$ cat config.mk
export PLATFORM = sky130hd
export DESIGN_NAME = smwm_top
export DESIGN_NICKNAME = d
export VERILOG_FILES = /design/src/smwm_pkg.sv /design/src/smwm_fifo.sv /design/src/smwm_top.sv
export SDC_FILE = /design/constraint.sdc
export NUM_CORES = 1
export LEC_CHECK = 0
export BUFFER_PORTS_ARGS = -buffer_cell sky130_fd_sc_hd__buf_4
export CAP_MARGIN = 30
export CELL_PAD_IN_SITES_DETAIL_PLACEMENT = 1
export CELL_PAD_IN_SITES_GLOBAL_PLACEMENT = 2
export CORE_UTILIZATION = 45
export CTS_BUF_LIST = sky130_fd_sc_hd__clkbuf_8
export CTS_CLUSTER_DIAMETER = 100
export DETAILED_ROUTE_END_ITERATION = 10
export PLACE_DENSITY_LB_ADDON = 0.1
export SYNTH_ARGS = -nofsm -noshare
export SYNTH_HDL_FRONTEND = slang
export SYNTH_SLANG_ARGS = --single-unit
$ cat constraint.sdc
create_clock -name CLK_SYS_I -period 7.7 [get_ports CLK_SYS_I]
set_input_delay 0.385 -clock CLK_SYS_I [delete_from_list [all_inputs] [get_ports CLK_SYS_I]]
set_output_delay 0.385 -clock CLK_SYS_I [all_outputs]
set_load 0.01 [all_outputs]
$ cat src/smwm_pkg.sv
package smwm_pkg;

    // Default geometry of the write master.
    localparam int SMWM_WORD_BITS_DEF = 32;
    localparam int SMWM_ADDR_BITS_DEF = 32;
    localparam int SMWM_DEPTH_DEF = 32;
    localparam int SMWM_DEPTH_LOG2_DEF = 5;
    localparam bit SMWM_BRAM_DEF = 1'b1;

    // Legal ranges checked at elaboration.
    localparam int SMWM_WORD_BITS_MIN = 8;
    localparam int SMWM_WORD_BITS_MAX = 1024;
    localparam int SMWM_ADDR_BITS_MIN = 1;
    localparam int SMWM_ADDR_BITS_MAX = 32;
    localparam int SMWM_DEPTH_LOG2_MIN = 2;
    localparam int SMWM_DEPTH_LOG2_MAX = 7;
    localparam int SMWM_LANE_BITS = 8;

    // Sequencer states.
    typedef enum logic [1:0] {
        SMWM_IDLE = 2'b00,
        SMWM_FETCH = 2'b01,
        SMWM_WRITE = 2'b10
    } smwm_state_e;

    // Transfer command held by the sequencer.
    typedef struct packed {
        logic fixed;
        logic [31:0] addr;
        logic [31:0] remain;
    } smwm_cmd_s;

endpackage

$ cat src/smwm_fifo.sv
`timescale 1ns/1ns
module smwm_fifo
    import smwm_pkg::*;
#(
    parameter int WIDTH = 32,
    parameter int DEPTH = 32,
    parameter int DEPTH_LOG2 = 5,
    parameter bit IN_BLOCK_RAM = 1'b1
) (
    // Clock and reset.
    input wire logic clk_i,
    input wire logic rst_i,
    // Fill side.
    input wire logic push_i,
    input wire logic [WIDTH-1:0] push_data_i,
    output logic full_o,
    // Drain side; the head word is valid whenever empty is low.
    input wire logic pop_i,
    output logic [WIDTH-1:0] head_o,
    output logic empty_o
);

    // Storage array; both styles share one array, so they differ only in whether reset clears the entries.
    logic [WIDTH-1:0] mem_q [DEPTH];
    logic [DEPTH_LOG2-1:0] wr_q, wr_d, rd_q, rd_d;
    logic [DEPTH_LOG2:0] cnt_q, cnt_d;
    logic do_push, do_pop;

    // Pushes while full and pops while empty are dropped.
    always_comb begin
        do_push = push_i && !full_o;
        do_pop = pop_i && !empty_o;
        wr_d = do_push ? wr_q + 1'b1 : wr_q;
        rd_d = do_pop ? rd_q + 1'b1 : rd_q;
        cnt_d = cnt_q + (DEPTH_LOG2+1)'(do_push) - (DEPTH_LOG2+1)'(do_pop);
    end

    // Pointer and count registers.
    always_ff @(posedge clk_i or posedge rst_i) begin
        if (rst_i) begin
            wr_q <= '0;
            rd_q <= '0;
            cnt_q <= '0;
        end else begin
            wr_q <= wr_d;
            rd_q <= rd_d;
            cnt_q <= cnt_d;
        end
    end

    // Memory write port. The block-memory style has no reset so it can map onto
    // on-chip memory; the register style clears its entries, at one flip-flop per bit.
    if (IN_BLOCK_RAM) begin : g_block_ram
        always_ff @(posedge clk_i) begin
            if (do_push) begin
                mem_q[wr_q] <= push_data_i;
            end
        end
    end else begin : g_registers
        always_ff @(posedge clk_i or posedge rst_i) begin
            if (rst_i) begin
                mem_q <= '{default: '0};
            end else if (do_push) begin
                mem_q[wr_q] <= push_data_i;
            end
        end
    end

    // Asynchronous read keeps the head visible; block-RAM style relies on
    // the tool absorbing the read into memory with an output register.
    assign head_o = mem_q[rd_q];
    assign full_o = (cnt_q == (DEPTH_LOG2+1)'(DEPTH));
    assign empty_o = (cnt_q == '0);

endmodule

$ cat src/smwm_top.sv
`timescale 1ns/1ns
module smwm_top
    import smwm_pkg::*;
#(
    parameter int word_bits = SMWM_WORD_BITS_DEF,
    parameter int lane_count = word_bits / SMWM_LANE_BITS,
    parameter int addr_bits = SMWM_ADDR_BITS_DEF,
    parameter int buffer_depth = SMWM_DEPTH_DEF,
    parameter int buffer_depth_log2 = SMWM_DEPTH_LOG2_DEF,
    parameter bit buffer_in_block_ram = SMWM_BRAM_DEF
) (
    // Clock and reset.
    input wire logic CLK_SYS_I,
    input wire logic RST_I,
    // Control interface from user logic.
    input wire logic CTRL_FIXED_I,
    input wire logic [addr_bits-1:0] CTRL_BASE_I,
    input wire logic [addr_bits-1:0] CTRL_LENGTH_I,
    input wire logic CTRL_GO_I,
    output logic CTRL_DONE_O,
    // Data interface from user logic.
    input wire logic USER_PUSH_I,
    input wire logic [word_bits-1:0] USER_DATA_I,
    output logic USER_FULL_O,
    // Avalon-MM master port.
    output logic [addr_bits-1:0] M_ADDRESS_O,
    output logic M_WRITE_O,
    output logic [lane_count-1:0] M_BYTEENABLE_O,
    output logic [word_bits-1:0] M_WRITEDATA_O,
    input wire logic M_WAITREQUEST_I
);

    ////////////////////////////////////////////////////////////////////////
    // Elaboration checks on the geometry.

    localparam int WORD_BYTES = word_bits / SMWM_LANE_BITS;

    // Word width must be a power of two inside the legal range.
    if (word_bits < SMWM_WORD_BITS_MIN || word_bits > SMWM_WORD_BITS_MAX ||
        (word_bits & (word_bits - 1)) != 0) begin : g_bad_word
        $error("word_bits out of range");
    end
    // One byte lane per byte of the word.
    if (lane_count != WORD_BYTES) begin : g_bad_lanes
        $error("lane_count must equal word_bits/8");
    end
    if (addr_bits < SMWM_ADDR_BITS_MIN || addr_bits > SMWM_ADDR_BITS_MAX) begin : g_bad_addr
        $error("addr_bits out of range");
    end
    // The length port shares the address width, so it must be able to hold one word's byte count.
    if (addr_bits <= $clog2(WORD_BYTES)) begin : g_bad_length
        $error("addr_bits too narrow for one word of length");
    end
    if (buffer_depth_log2 < SMWM_DEPTH_LOG2_MIN || buffer_depth_log2 > SMWM_DEPTH_LOG2_MAX ||
        buffer_depth != (1 << buffer_depth_log2)) begin : g_bad_depth
        $error("buffer depth out of range");
    end

    ////////////////////////////////////////////////////////////////////////
    // Internal buffer.

    logic fifo_full, fifo_empty, fifo_pop;
    logic [word_bits-1:0] fifo_head;
    logic full_q;

    // Storage style is passed straight down; register style is a poor
    // trade above four words since every entry costs flip-flops.
    smwm_fifo #(
        .WIDTH(word_bits),
        .DEPTH(buffer_depth),
        .DEPTH_LOG2(buffer_depth_log2),
        .IN_BLOCK_RAM(buffer_in_block_ram)
    ) u_fifo (
        .clk_i(CLK_SYS_I),
        .rst_i(RST_I),
        .push_i(USER_PUSH_I),
        .push_data_i(USER_DATA_I),
        .full_o(fifo_full),
        .pop_i(fifo_pop),
        .head_o(fifo_head),
        .empty_o(fifo_empty)
    );

    ////////////////////////////////////////////////////////////////////////
    // Write sequencer.

    smwm_state_e state_q, state_d;
    logic [addr_bits-1:0] addr_q, addr_d;
    logic [addr_bits-1:0] remain_q, remain_d;
    logic fixed_q, fixed_d;
    logic write_q, write_d;
    logic [word_bits-1:0] data_q, data_d;
    logic done_q, done_d;
    logic go_seen_q, go_seen_d;

    localparam logic [addr_bits-1:0] STEP = addr_bits'(WORD_BYTES);

    // Next-state logic: fetch a word, present it until the slave takes it,
    // then step the address unless fixed and count down the remaining bytes.
    always_comb begin
        state_d = state_q;
        addr_d = addr_q;
        remain_d = remain_q;
        fixed_d = fixed_q;
        write_d = write_q;
        data_d = data_q;
        done_d = done_q;
        go_seen_d = 1'b0;
        fifo_pop = 1'b0;
        unique case (state_q)
            SMWM_IDLE: begin
                // Latch the command; done drops so a new run is visible.
                if (CTRL_GO_I) begin
                    addr_d = CTRL_BASE_I;
                    remain_d = CTRL_LENGTH_I;
                    fixed_d = CTRL_FIXED_I;
                    done_d = 1'b0;
                    go_seen_d = 1'b1;
                    state_d = SMWM_FETCH;
                end else begin
                    done_d = 1'b1;
                end
            end
            SMWM_FETCH: begin
                // Wait for user data, then load the bus registers.
                if (remain_q == '0) begin
                    state_d = SMWM_IDLE;
                    done_d = 1'b1;
                end else if (!fifo_empty) begin
                    fifo_pop = 1'b1;
                    data_d = fifo_head;
                    write_d = 1'b1;
                    state_d = SMWM_WRITE;
                end
            end
            SMWM_WRITE: begin
                // Address, data and write stand while the slave stalls.
                if (!M_WAITREQUEST_I) begin
                    write_d = 1'b0;
                    remain_d = remain_q - STEP;
                    if (!fixed_q) begin
                        addr_d = addr_q + STEP;
                    end
                    state_d = SMWM_FETCH;
                end
            end
            default: begin
                state_d = SMWM_IDLE;
            end
        endcase
    end

    // Sequencer registers.
    always_ff @(posedge CLK_SYS_I or posedge RST_I) begin
        if (RST_I) begin
            state_q <= SMWM_IDLE;
            addr_q <= '0;
            remain_q <= '0;
            fixed_q <= 1'b0;
            write_q <= 1'b0;
            data_q <= '0;
            done_q <= 1'b0;
            go_seen_q <= 1'b0;
            full_q <= 1'b0;
        end else begin
            state_q <= state_d;
            addr_q <= addr_d;
            remain_q <= remain_d;
            fixed_q <= fixed_d;
            write_q <= write_d;
            data_q <= data_d;
            done_q <= done_d;
            go_seen_q <= go_seen_d;
            full_q <= fifo_full;
        end
    end

    // Full is registered so it comes from a flip-flop; it lags by a cycle,
    // so the user should also stop one word early when pushing back to back.
    assign USER_FULL_O = full_q;
    assign CTRL_DONE_O = done_q;
    assign M_ADDRESS_O = addr_q;
    assign M_WRITE_O = write_q;
    assign M_WRITEDATA_O = data_q;
    // Only whole-word writes are issued.
    assign M_BYTEENABLE_O = '1;
endmodule

==> results of run 1 <==
[path summary, 6_finish.rpt]
check	from	endpoint	slack, ns	cells after the start
hold reg to reg	remain_q[17]	remain_q[17]	0.49	1
setup / recovery	u_fifo.cnt_q[4]	u_fifo.mem_q[27][31]	3.85	7
hold / removal	USER_PUSH_I	u_fifo.wr_q[0]	0.13	3
setup reg to reg	u_fifo.cnt_q[4]	u_fifo.mem_q[27][31]	3.85	7
min in group asynchronous	RST_I	remain_q[9]	0.24	3
max in group asynchronous	RST_I	M_WRITEDATA_O[27]	5.93	4
[power breakdown]
part           internal [uW]  total (uW)  switching, uW
Combinational           2530        5880           3360
Sequential              7440        8010            566
Clock                   2510        4920           2420
Total                  12500       18800           6340
[routing by layer]
| metal | global-route usage [%] | up-vias |
|---|---|---|
| met1 | 32.8 | 13200 |
| met4 | 9.77 | 0 |
| met3 | 3.63 | 236 |
| met2 | 40.6 | 727 |
| li1 | - | 10600 |
| met5 | 0 | - |
[layout by cell type, fill, tap and decap left out, types with 34 or more instances in the layout]
cell / synthesis / layout
mux4_2: 192 / 192
o22ai_1: 46 / 46
buf_4: 4 / 220
edfxtp_1: 1024 / 1024
a22oi_1: 34 / 34
mux2i_1: 130 / 130
clkbuf_8: 0 / 198
dfrtp_1: 118 / 115
o21ai_0: 37 / 37
a211oi_1: 68 / 68
a21oi_1: 96 / 95
a22o_1: 34 / 34
clkinv_1: 0 / 43
nand2_1: 37 / 37
inv_1: 22 / 93
nor2_1: 85 / 52
dlygate4sd3_1: 0 / 100
[per-stage QoR]
| step | instances | setup WS [ns] | instance area (um^2) | hold WS (ns) | total power [uW] |
|---|---|---|---|---|---|
| after floorplan | 2382 | 4.19 | 45200 | 0.448 | 11800 |
| after global placement | 3740 | 3.90 | 48100 | 0.466 | 13900 |
| after detailed placement | 3742 | 3.82 | 48100 | 0.478 | 14100 |
| after CTS | 4182 | 3.78 | 52600 | 0.0341 | 19100 |
| after global routing | 4183 | 3.64 | 52600 | 0.119 | 19700 |
| final | 4183 | 3.85 | 52600 | 0.135 | 18800 |
[logic make-up after synthesis]
kind of cell	count (synthesis)	share of synthesized area, %
AOI/OAI and AO/OA	411	6.27
muxes	360	13.6
other	1	0.00830
adders and majority gates	18	0.515
and+or+nand+nor	263	3.08
buffers and inverters	173	1.68
DFF	1142	74.6
xor gates and xnor gates	11	0.213
[layout make-up]
type	instances	area [um^2]
clock inverter	142	722
sequential	1142	33700
tap	1287	1610
fill	8931	46300
antenna	1	2.50
timing repair buffer	324	2720
multi-input combinational	1067	11000
clock buffer	198	2730
inverter	22	87.6
[state kept, by name, summed over array words and instances (netlist names)]
| signal | cells |
|---|---|
| u_fifo.mem_q | 1024 |
| M_ADDRESS_O | 32 |
| M_WRITEDATA_O | 32 |
| remain_q | 32 |
| u_fifo.cnt_q | 6 |
| u_fifo.rd_q | 5 |
| u_fifo.wr_q | 5 |
| state_q | 2 |
| CTRL_DONE_O | 1 |
| M_WRITE_O | 1 |
| USER_FULL_O | 1 |
| fixed_q | 1 |
[repair_timing]
| item | CTS | global route |
|---|---|---|
| hold buffers | 100 | 0 |
| resized for setup | 0 | 0 |
| hold endpoints to repair | 1160 | 0 |
[worst max-delay path, delay by kind of cell, from the launching register on]
family,cells,cell delay (ns)
fa+ha+maj,1,0.21
flops,1,0.33
simple gates,4,2.38
buf+inv,2,0.56
==> out/qor.yml, run 1 <==
worst-setup-path-type: "register to register"
ant_nets: 0
clkSinkCount: 1142
relSlewSlack_pct: 16.3
min_period_ns: 3.85
num_vias: 24700
wl_met3_mm: 5.80
rsz0062_at_grt: "no"
wl_met1_mm: 52.3
min_period_over_period_pct: 50.0
power_density_nw_per_um2: 358
initial_core_util_pct: 45.7
tritoncts: "built"
p_leak_uw: 0.0179
maxSlewViolCount: 0
synthArstFlopShare_pct: 10.3
clkTransAtPathRegs_ns: 0.06
drive_above_1_share_pct: 25.5
die_x_um: 319
root_buffer: "clkbuf_8"
cts_inserted_buffers: 186
peakVddDrop_uv: 287
syn2layout_area_growth_pct: 16.4
synth_edf_count: 1024
ys.flop_type: "edfxtp_1"
syn_area_um2: 45200
finalHoldViolations: 0
gp_congestion: 0.754
grt_max_degree: 133
clock_path_buffers: 3
synthTopCellsByCount: "edfxtp_1, mux4_2, mux2i_1"
ios: 173
crit_arrival_ns: 4.34
finalWirelength_mm: 123
overflow: 0
antenna_found_initial: 2
die-area_um2: 102000
viasPerCell: 5.91
critPathRequiredTime_ns: 8.18
drc: 0
fin_worst_skew_ns: 0.0460
maxCapViolations: 0
yosysTopAreaCell: "edfxtp_1"
setup_tns_ns: 0
setup_viol: 0
wl_met2_mm: 60.7
endpoint_kind: "register"
max_freq_ghz: 0.259
hpwlAfterDp_mm: 69.8
ys_seq_area_share_pct: 74.6
synth_most_common_cell: "edfxtp_1"
routedWlPerCell_um: 29.4
die_h_um: 319
tightest_slew_ns: 1.26
cts_post_setup_buffers_inserted: 0
slowest_delay_ns: 0.87
fin_util_pct: 53.2
rows: 115
hold_class: "input pin to register"
htreeDepth: 4
synth.distinct_cells: 68
ys_top_cells_by_area: "edfxtp_1, mux4_2, dfrtp_1"
synth.top_cell.area_share_pct: 68.1
cp_max_fo: 18
clock_latency_ns: 0.87
cp-start-kind: "register"
crit_slowest_cell: "nor2_4"
status: "complete, no violations"
top_layer: "met4"
drtIter0Drc: 1973
core_um2: 98900
final_nets: 2863
synth-seq-cells: 1142
syn_area_per_cell_um2: 19.0
track_usage_pct: 24.5
numPortBuffers: 168
synth_warnings: 0
grt_pass1_wl_mm: 180
firstDrtPassIters: 7
cp_cell_sequence: "inv_1 > ha_1 > and4_1 > nor2b_1 > nand2_1 > nor2_4 > buf_4"
grt_pass1_vias: 26700
syn_inst: 2379
Note: power is estimated with default switching activity, not from simulation.
==> run 2: changes to the inputs <==
--- a/config.mk
+++ b/config.mk
@@ -5,11 +5,12 @@
 export SDC_FILE = /design/constraint.sdc
 export NUM_CORES = 1
 export LEC_CHECK = 0
+export ABC_AREA = 1
 export BUFFER_PORTS_ARGS = -buffer_cell sky130_fd_sc_hd__buf_4
 export CAP_MARGIN = 30
 export CELL_PAD_IN_SITES_DETAIL_PLACEMENT = 1
 export CELL_PAD_IN_SITES_GLOBAL_PLACEMENT = 2
-export CORE_UTILIZATION = 45
+export CORE_UTILIZATION = 38
 export CTS_BUF_LIST = sky130_fd_sc_hd__clkbuf_8
 export CTS_CLUSTER_DIAMETER = 100
 export DETAILED_ROUTE_END_ITERATION = 10
==> constraint.sdc (replaced) <==
create_clock -name CLK_SYS_I -period 3.2 [get_ports CLK_SYS_I]
set_input_delay 0.16 -clock CLK_SYS_I [delete_from_list [all_inputs] [get_ports CLK_SYS_I]]
set_output_delay 0.16 -clock CLK_SYS_I [all_outputs]
set_load 0.01 [all_outputs]
==> run 2 against run 1 <==
Net effect: core utilization down 7.9 points; global-route usage rose by 0.91 points; synthesized cell count is 110% higher; first-iteration DRC count rose by 34%; critical endpoint is now u_fifo.cnt_q[4]; setup slack worse by 3.4 ns; clock skew fell by 0.0078 ns.
==> out/qor.yml, run 2 <==
status: "complete, no violations"  # unchanged
tightest_slew_ns: 0.779  # was 1.26 ns
peakVddDrop_uv: 813  # was 287 uV
clock_path_buffers: 3  # unchanged
viasPerCell: 5.00  # was 5.91
ys_top_cells_by_area: "edfxtp_1, nand2_1, nand3_1"  # was edfxtp_1, mux4_2, dfrtp_1
clkTransAtPathRegs_ns: 0.06  # about the same
synth_most_common_cell: "nand2_1"  # was edfxtp_1
drtIter0Drc: 2634  # was 1973
maxCapViolations: 0  # unchanged
die_x_um: 364  # was 319 um
synth.top_cell.area_share_pct: 61.8  # was 68.1%
firstDrtPassIters: 5  # was 7
ios: 173  # unchanged
layout_commonest_cell: "nand2_1"  # was edfxtp_1
endpoint_kind: "register"  # unchanged
rows: 132  # was 115
syn2layout_area_growth_pct: 18.1  # was 16.4%
hold_class: "input pin to register"  # unchanged
cts_post_setup_buffers_inserted: 0  # unchanged
root_buffer: "clkbuf_8"  # unchanged
clock_latency_ns: 0.92  # was 0.87 ns
overflow: 0  # unchanged
grt_pass1_vias: 36900  # was 26700
synth-seq-cells: 1142  # unchanged
syn_area_per_cell_um2: 10.1  # was 19.0 um^2
die_h_um: 364  # was 319 um
routedWlPerCell_um: 23.1  # was 29.4 um
grtUsageMet2_pct: 40.9  # was 40.6%
critPathRequiredTime_ns: 3.99  # was 8.18 ns
synth_warnings: 0  # unchanged
max_freq_ghz: 0.363  # was 0.259 GHz
drive_above_1_share_pct: 11.0  # was 25.5%
final-instance-count-excl-fill: 7235  # was 4183
setup_tns_ns: 0  # unchanged
rsz0062_at_grt: "no"  # unchanged
cts-resized-gates: 0  # unchanged
ff2ff_path_depth: 13  # was 7
clkSinkCount: 1142  # unchanged
htreeDepth: 4  # unchanged
hpwlAfterDp_mm: 97.4  # was 69.8 mm
grt_max_degree: 122  # was 133
yosysTopAreaCell: "edfxtp_1"  # unchanged
synthArstFlopShare_pct: 10.3  # unchanged
numPortBuffers: 168  # unchanged
crit_arrival_ns: 3.54  # was 4.34 ns
grt.busiest_layer: "met2"  # unchanged
grtUsageMet1_pct: 35.1  # was 32.8%
hold_buffers: 120  # was 100
p_leak_uw: 0.0243  # was 0.0179 uW
track_usage_pct: 25.4  # was 24.5%
grt_pass1_wl_mm: 246  # was 180 mm
cts_inserted_buffers: 201  # was 186
top_register: "u_fifo.mem_q"  # unchanged
ys.flop_type: "edfxtp_1"  # unchanged
ant_nets: 0  # unchanged
synth.distinct_cells: 40  # was 68
antenna_found_initial: 10  # was 2
cp-start-kind: "register"  # unchanged
worst-setup-path-type: "register to register"  # unchanged
tritoncts: "built"  # unchanged
cp_max_fo: 4  # was 18
maxSlewViolCount: 0  # unchanged
largest_register_ffs: 1024  # unchanged
placed_cells: 6741  # was 3742
num_vias: 36200  # was 24700
ys_seq_area_share_pct: 67.7  # was 74.6%
synthTopCellsByCount: "nand2_1, edfxtp_1, nand3_1"  # was edfxtp_1, mux4_2, mux2i_1
fin_worst_skew_ns: 0.0382  # was 0.0460 ns
finalHoldViolations: 0  # unchanged
met3_usage_pct: 4.38  # was 3.63%
gp_congestion: 0.797  # was 0.754
drc: 0  # unchanged
final_nets: 5443  # was 2863
core_um2: 130000  # was 98900 um^2
initial_core_util_pct: 38.4  # was 45.7%
syn_area_um2: 49800  # was 45200 um^2
syn_inst: 4953  # was 2379
min_period_ns: 2.75  # was 3.85 ns
mostFrequentLayoutCells: "nand2_1, edfxtp_1, nand3_1"  # was edfxtp_1, buf_4, clkbuf_8
setup_viol: 0  # unchanged
relSlewSlack_pct: 48.0  # was 16.3%
power_density_nw_per_um2: 839  # was 358 nW/um^2
worstHoldPathCells: 4  # was 3
synth_edf_count: 1024  # unchanged
min_period_over_period_pct: 86.1  # was 50.0%
finalWirelength_mm: 167  # was 123 mm
die-area_um2: 132000  # was 102000 um^2
run 2: changes by cell type after synthesis, moves of 68 or more:
cell / delta
a211oi_1: -68
inv_1: +500
buf_2: +80
mux2i_1: -129
mux4_2: -192
nand3_1: +640
nand2_1: +1648
nor2_1: +313
run 2: final timing paths:
kind / from / end / slack [ns]
max: remain_q[16] / u_fifo.cnt_q[4] / 0.45
min: CTRL_BASE_I[6] / M_ADDRESS_O[6] / 0.10
max reg2reg: remain_q[16] / u_fifo.cnt_q[4] / 0.45
min reg2reg: M_WRITEDATA_O[15] / M_WRITEDATA_O[15] / 0.49
max in group asynchronous: RST_I / u_fifo.rd_q[0] / 2.08
min in group asynchronous: RST_I / M_WRITEDATA_O[8] / 0.45
run 2: metrics by stage:
stage	total power, uW	hold slack (ns)	instance area (um^2)	utilization (%)	setup WS [ns]
after floorplan	29500	0.259	49800	-	0.318
after global placement	36700	0.367	53800	41.5	0.455
after detailed placement	36900	0.366	53800	41.5	0.420
after CTS	50000	0.00798	58800	45.3	0.400
after global routing	52500	0.0678	58800	45.3	0.267
final	49300	0.103	58800	45.3	0.446
run 2: layer usage:
metal,part of all wire (%),up-vias,wire length [um]
met5,0.0078,-,13
met3,5.1,256,8560
li1,-,17000,-
met2,46,852,77600
met4,2.6,2,4310
met1,46,18000,76900
run 2: area by class of cell:
class,instances,area (um^2)
Multi-Input combinational cell,3037,13200
Clock buffer,231,3180
Clock inverter,138,568
Tap cell,1742,2180
Antenna cell,4,10.0
Inverter,530,2020
Timing Repair Buffer,411,3990
Sequential cell,1142,33700
Fill cell,14400,71000
run 2: kinds of logic after synthesis:
family | count (synthesis) | synth area share (%)
flip-flops | 1142 | 67.7
XOR/XNOR | 19 | 0.334
adder cells (fa/ha/maj) | 18 | 0.467
multiplexers | 1 | 0.0201
buffers and inverters | 777 | 6.41
AND/OR/NAND/NOR | 2791 | 23.0
other | 1 | 0.00753
AO/OA/AOI/OAI | 204 | 2.11
run 2: where the power goes:
part           internal, uW  switching (uW)
clock network          6530            6180
logic                  5250           12300
registers             17800            1240
total                 29600           19700
run 2: worst max-delay path, cell delays in order (launching register included):
cell     delay [ns]
dfrtp_1        0.41
nor2_1         0.18
nand2_1        0.13
nor2_1         0.21
nand3_2        0.14
nor2_4         0.15
nor2_4         0.05
ha_1           0.27
inv_1          0.04
ha_1           0.20
fa_1           0.44
a21oi_1        0.15
o21ai_0        0.11
xor2_1         0.15
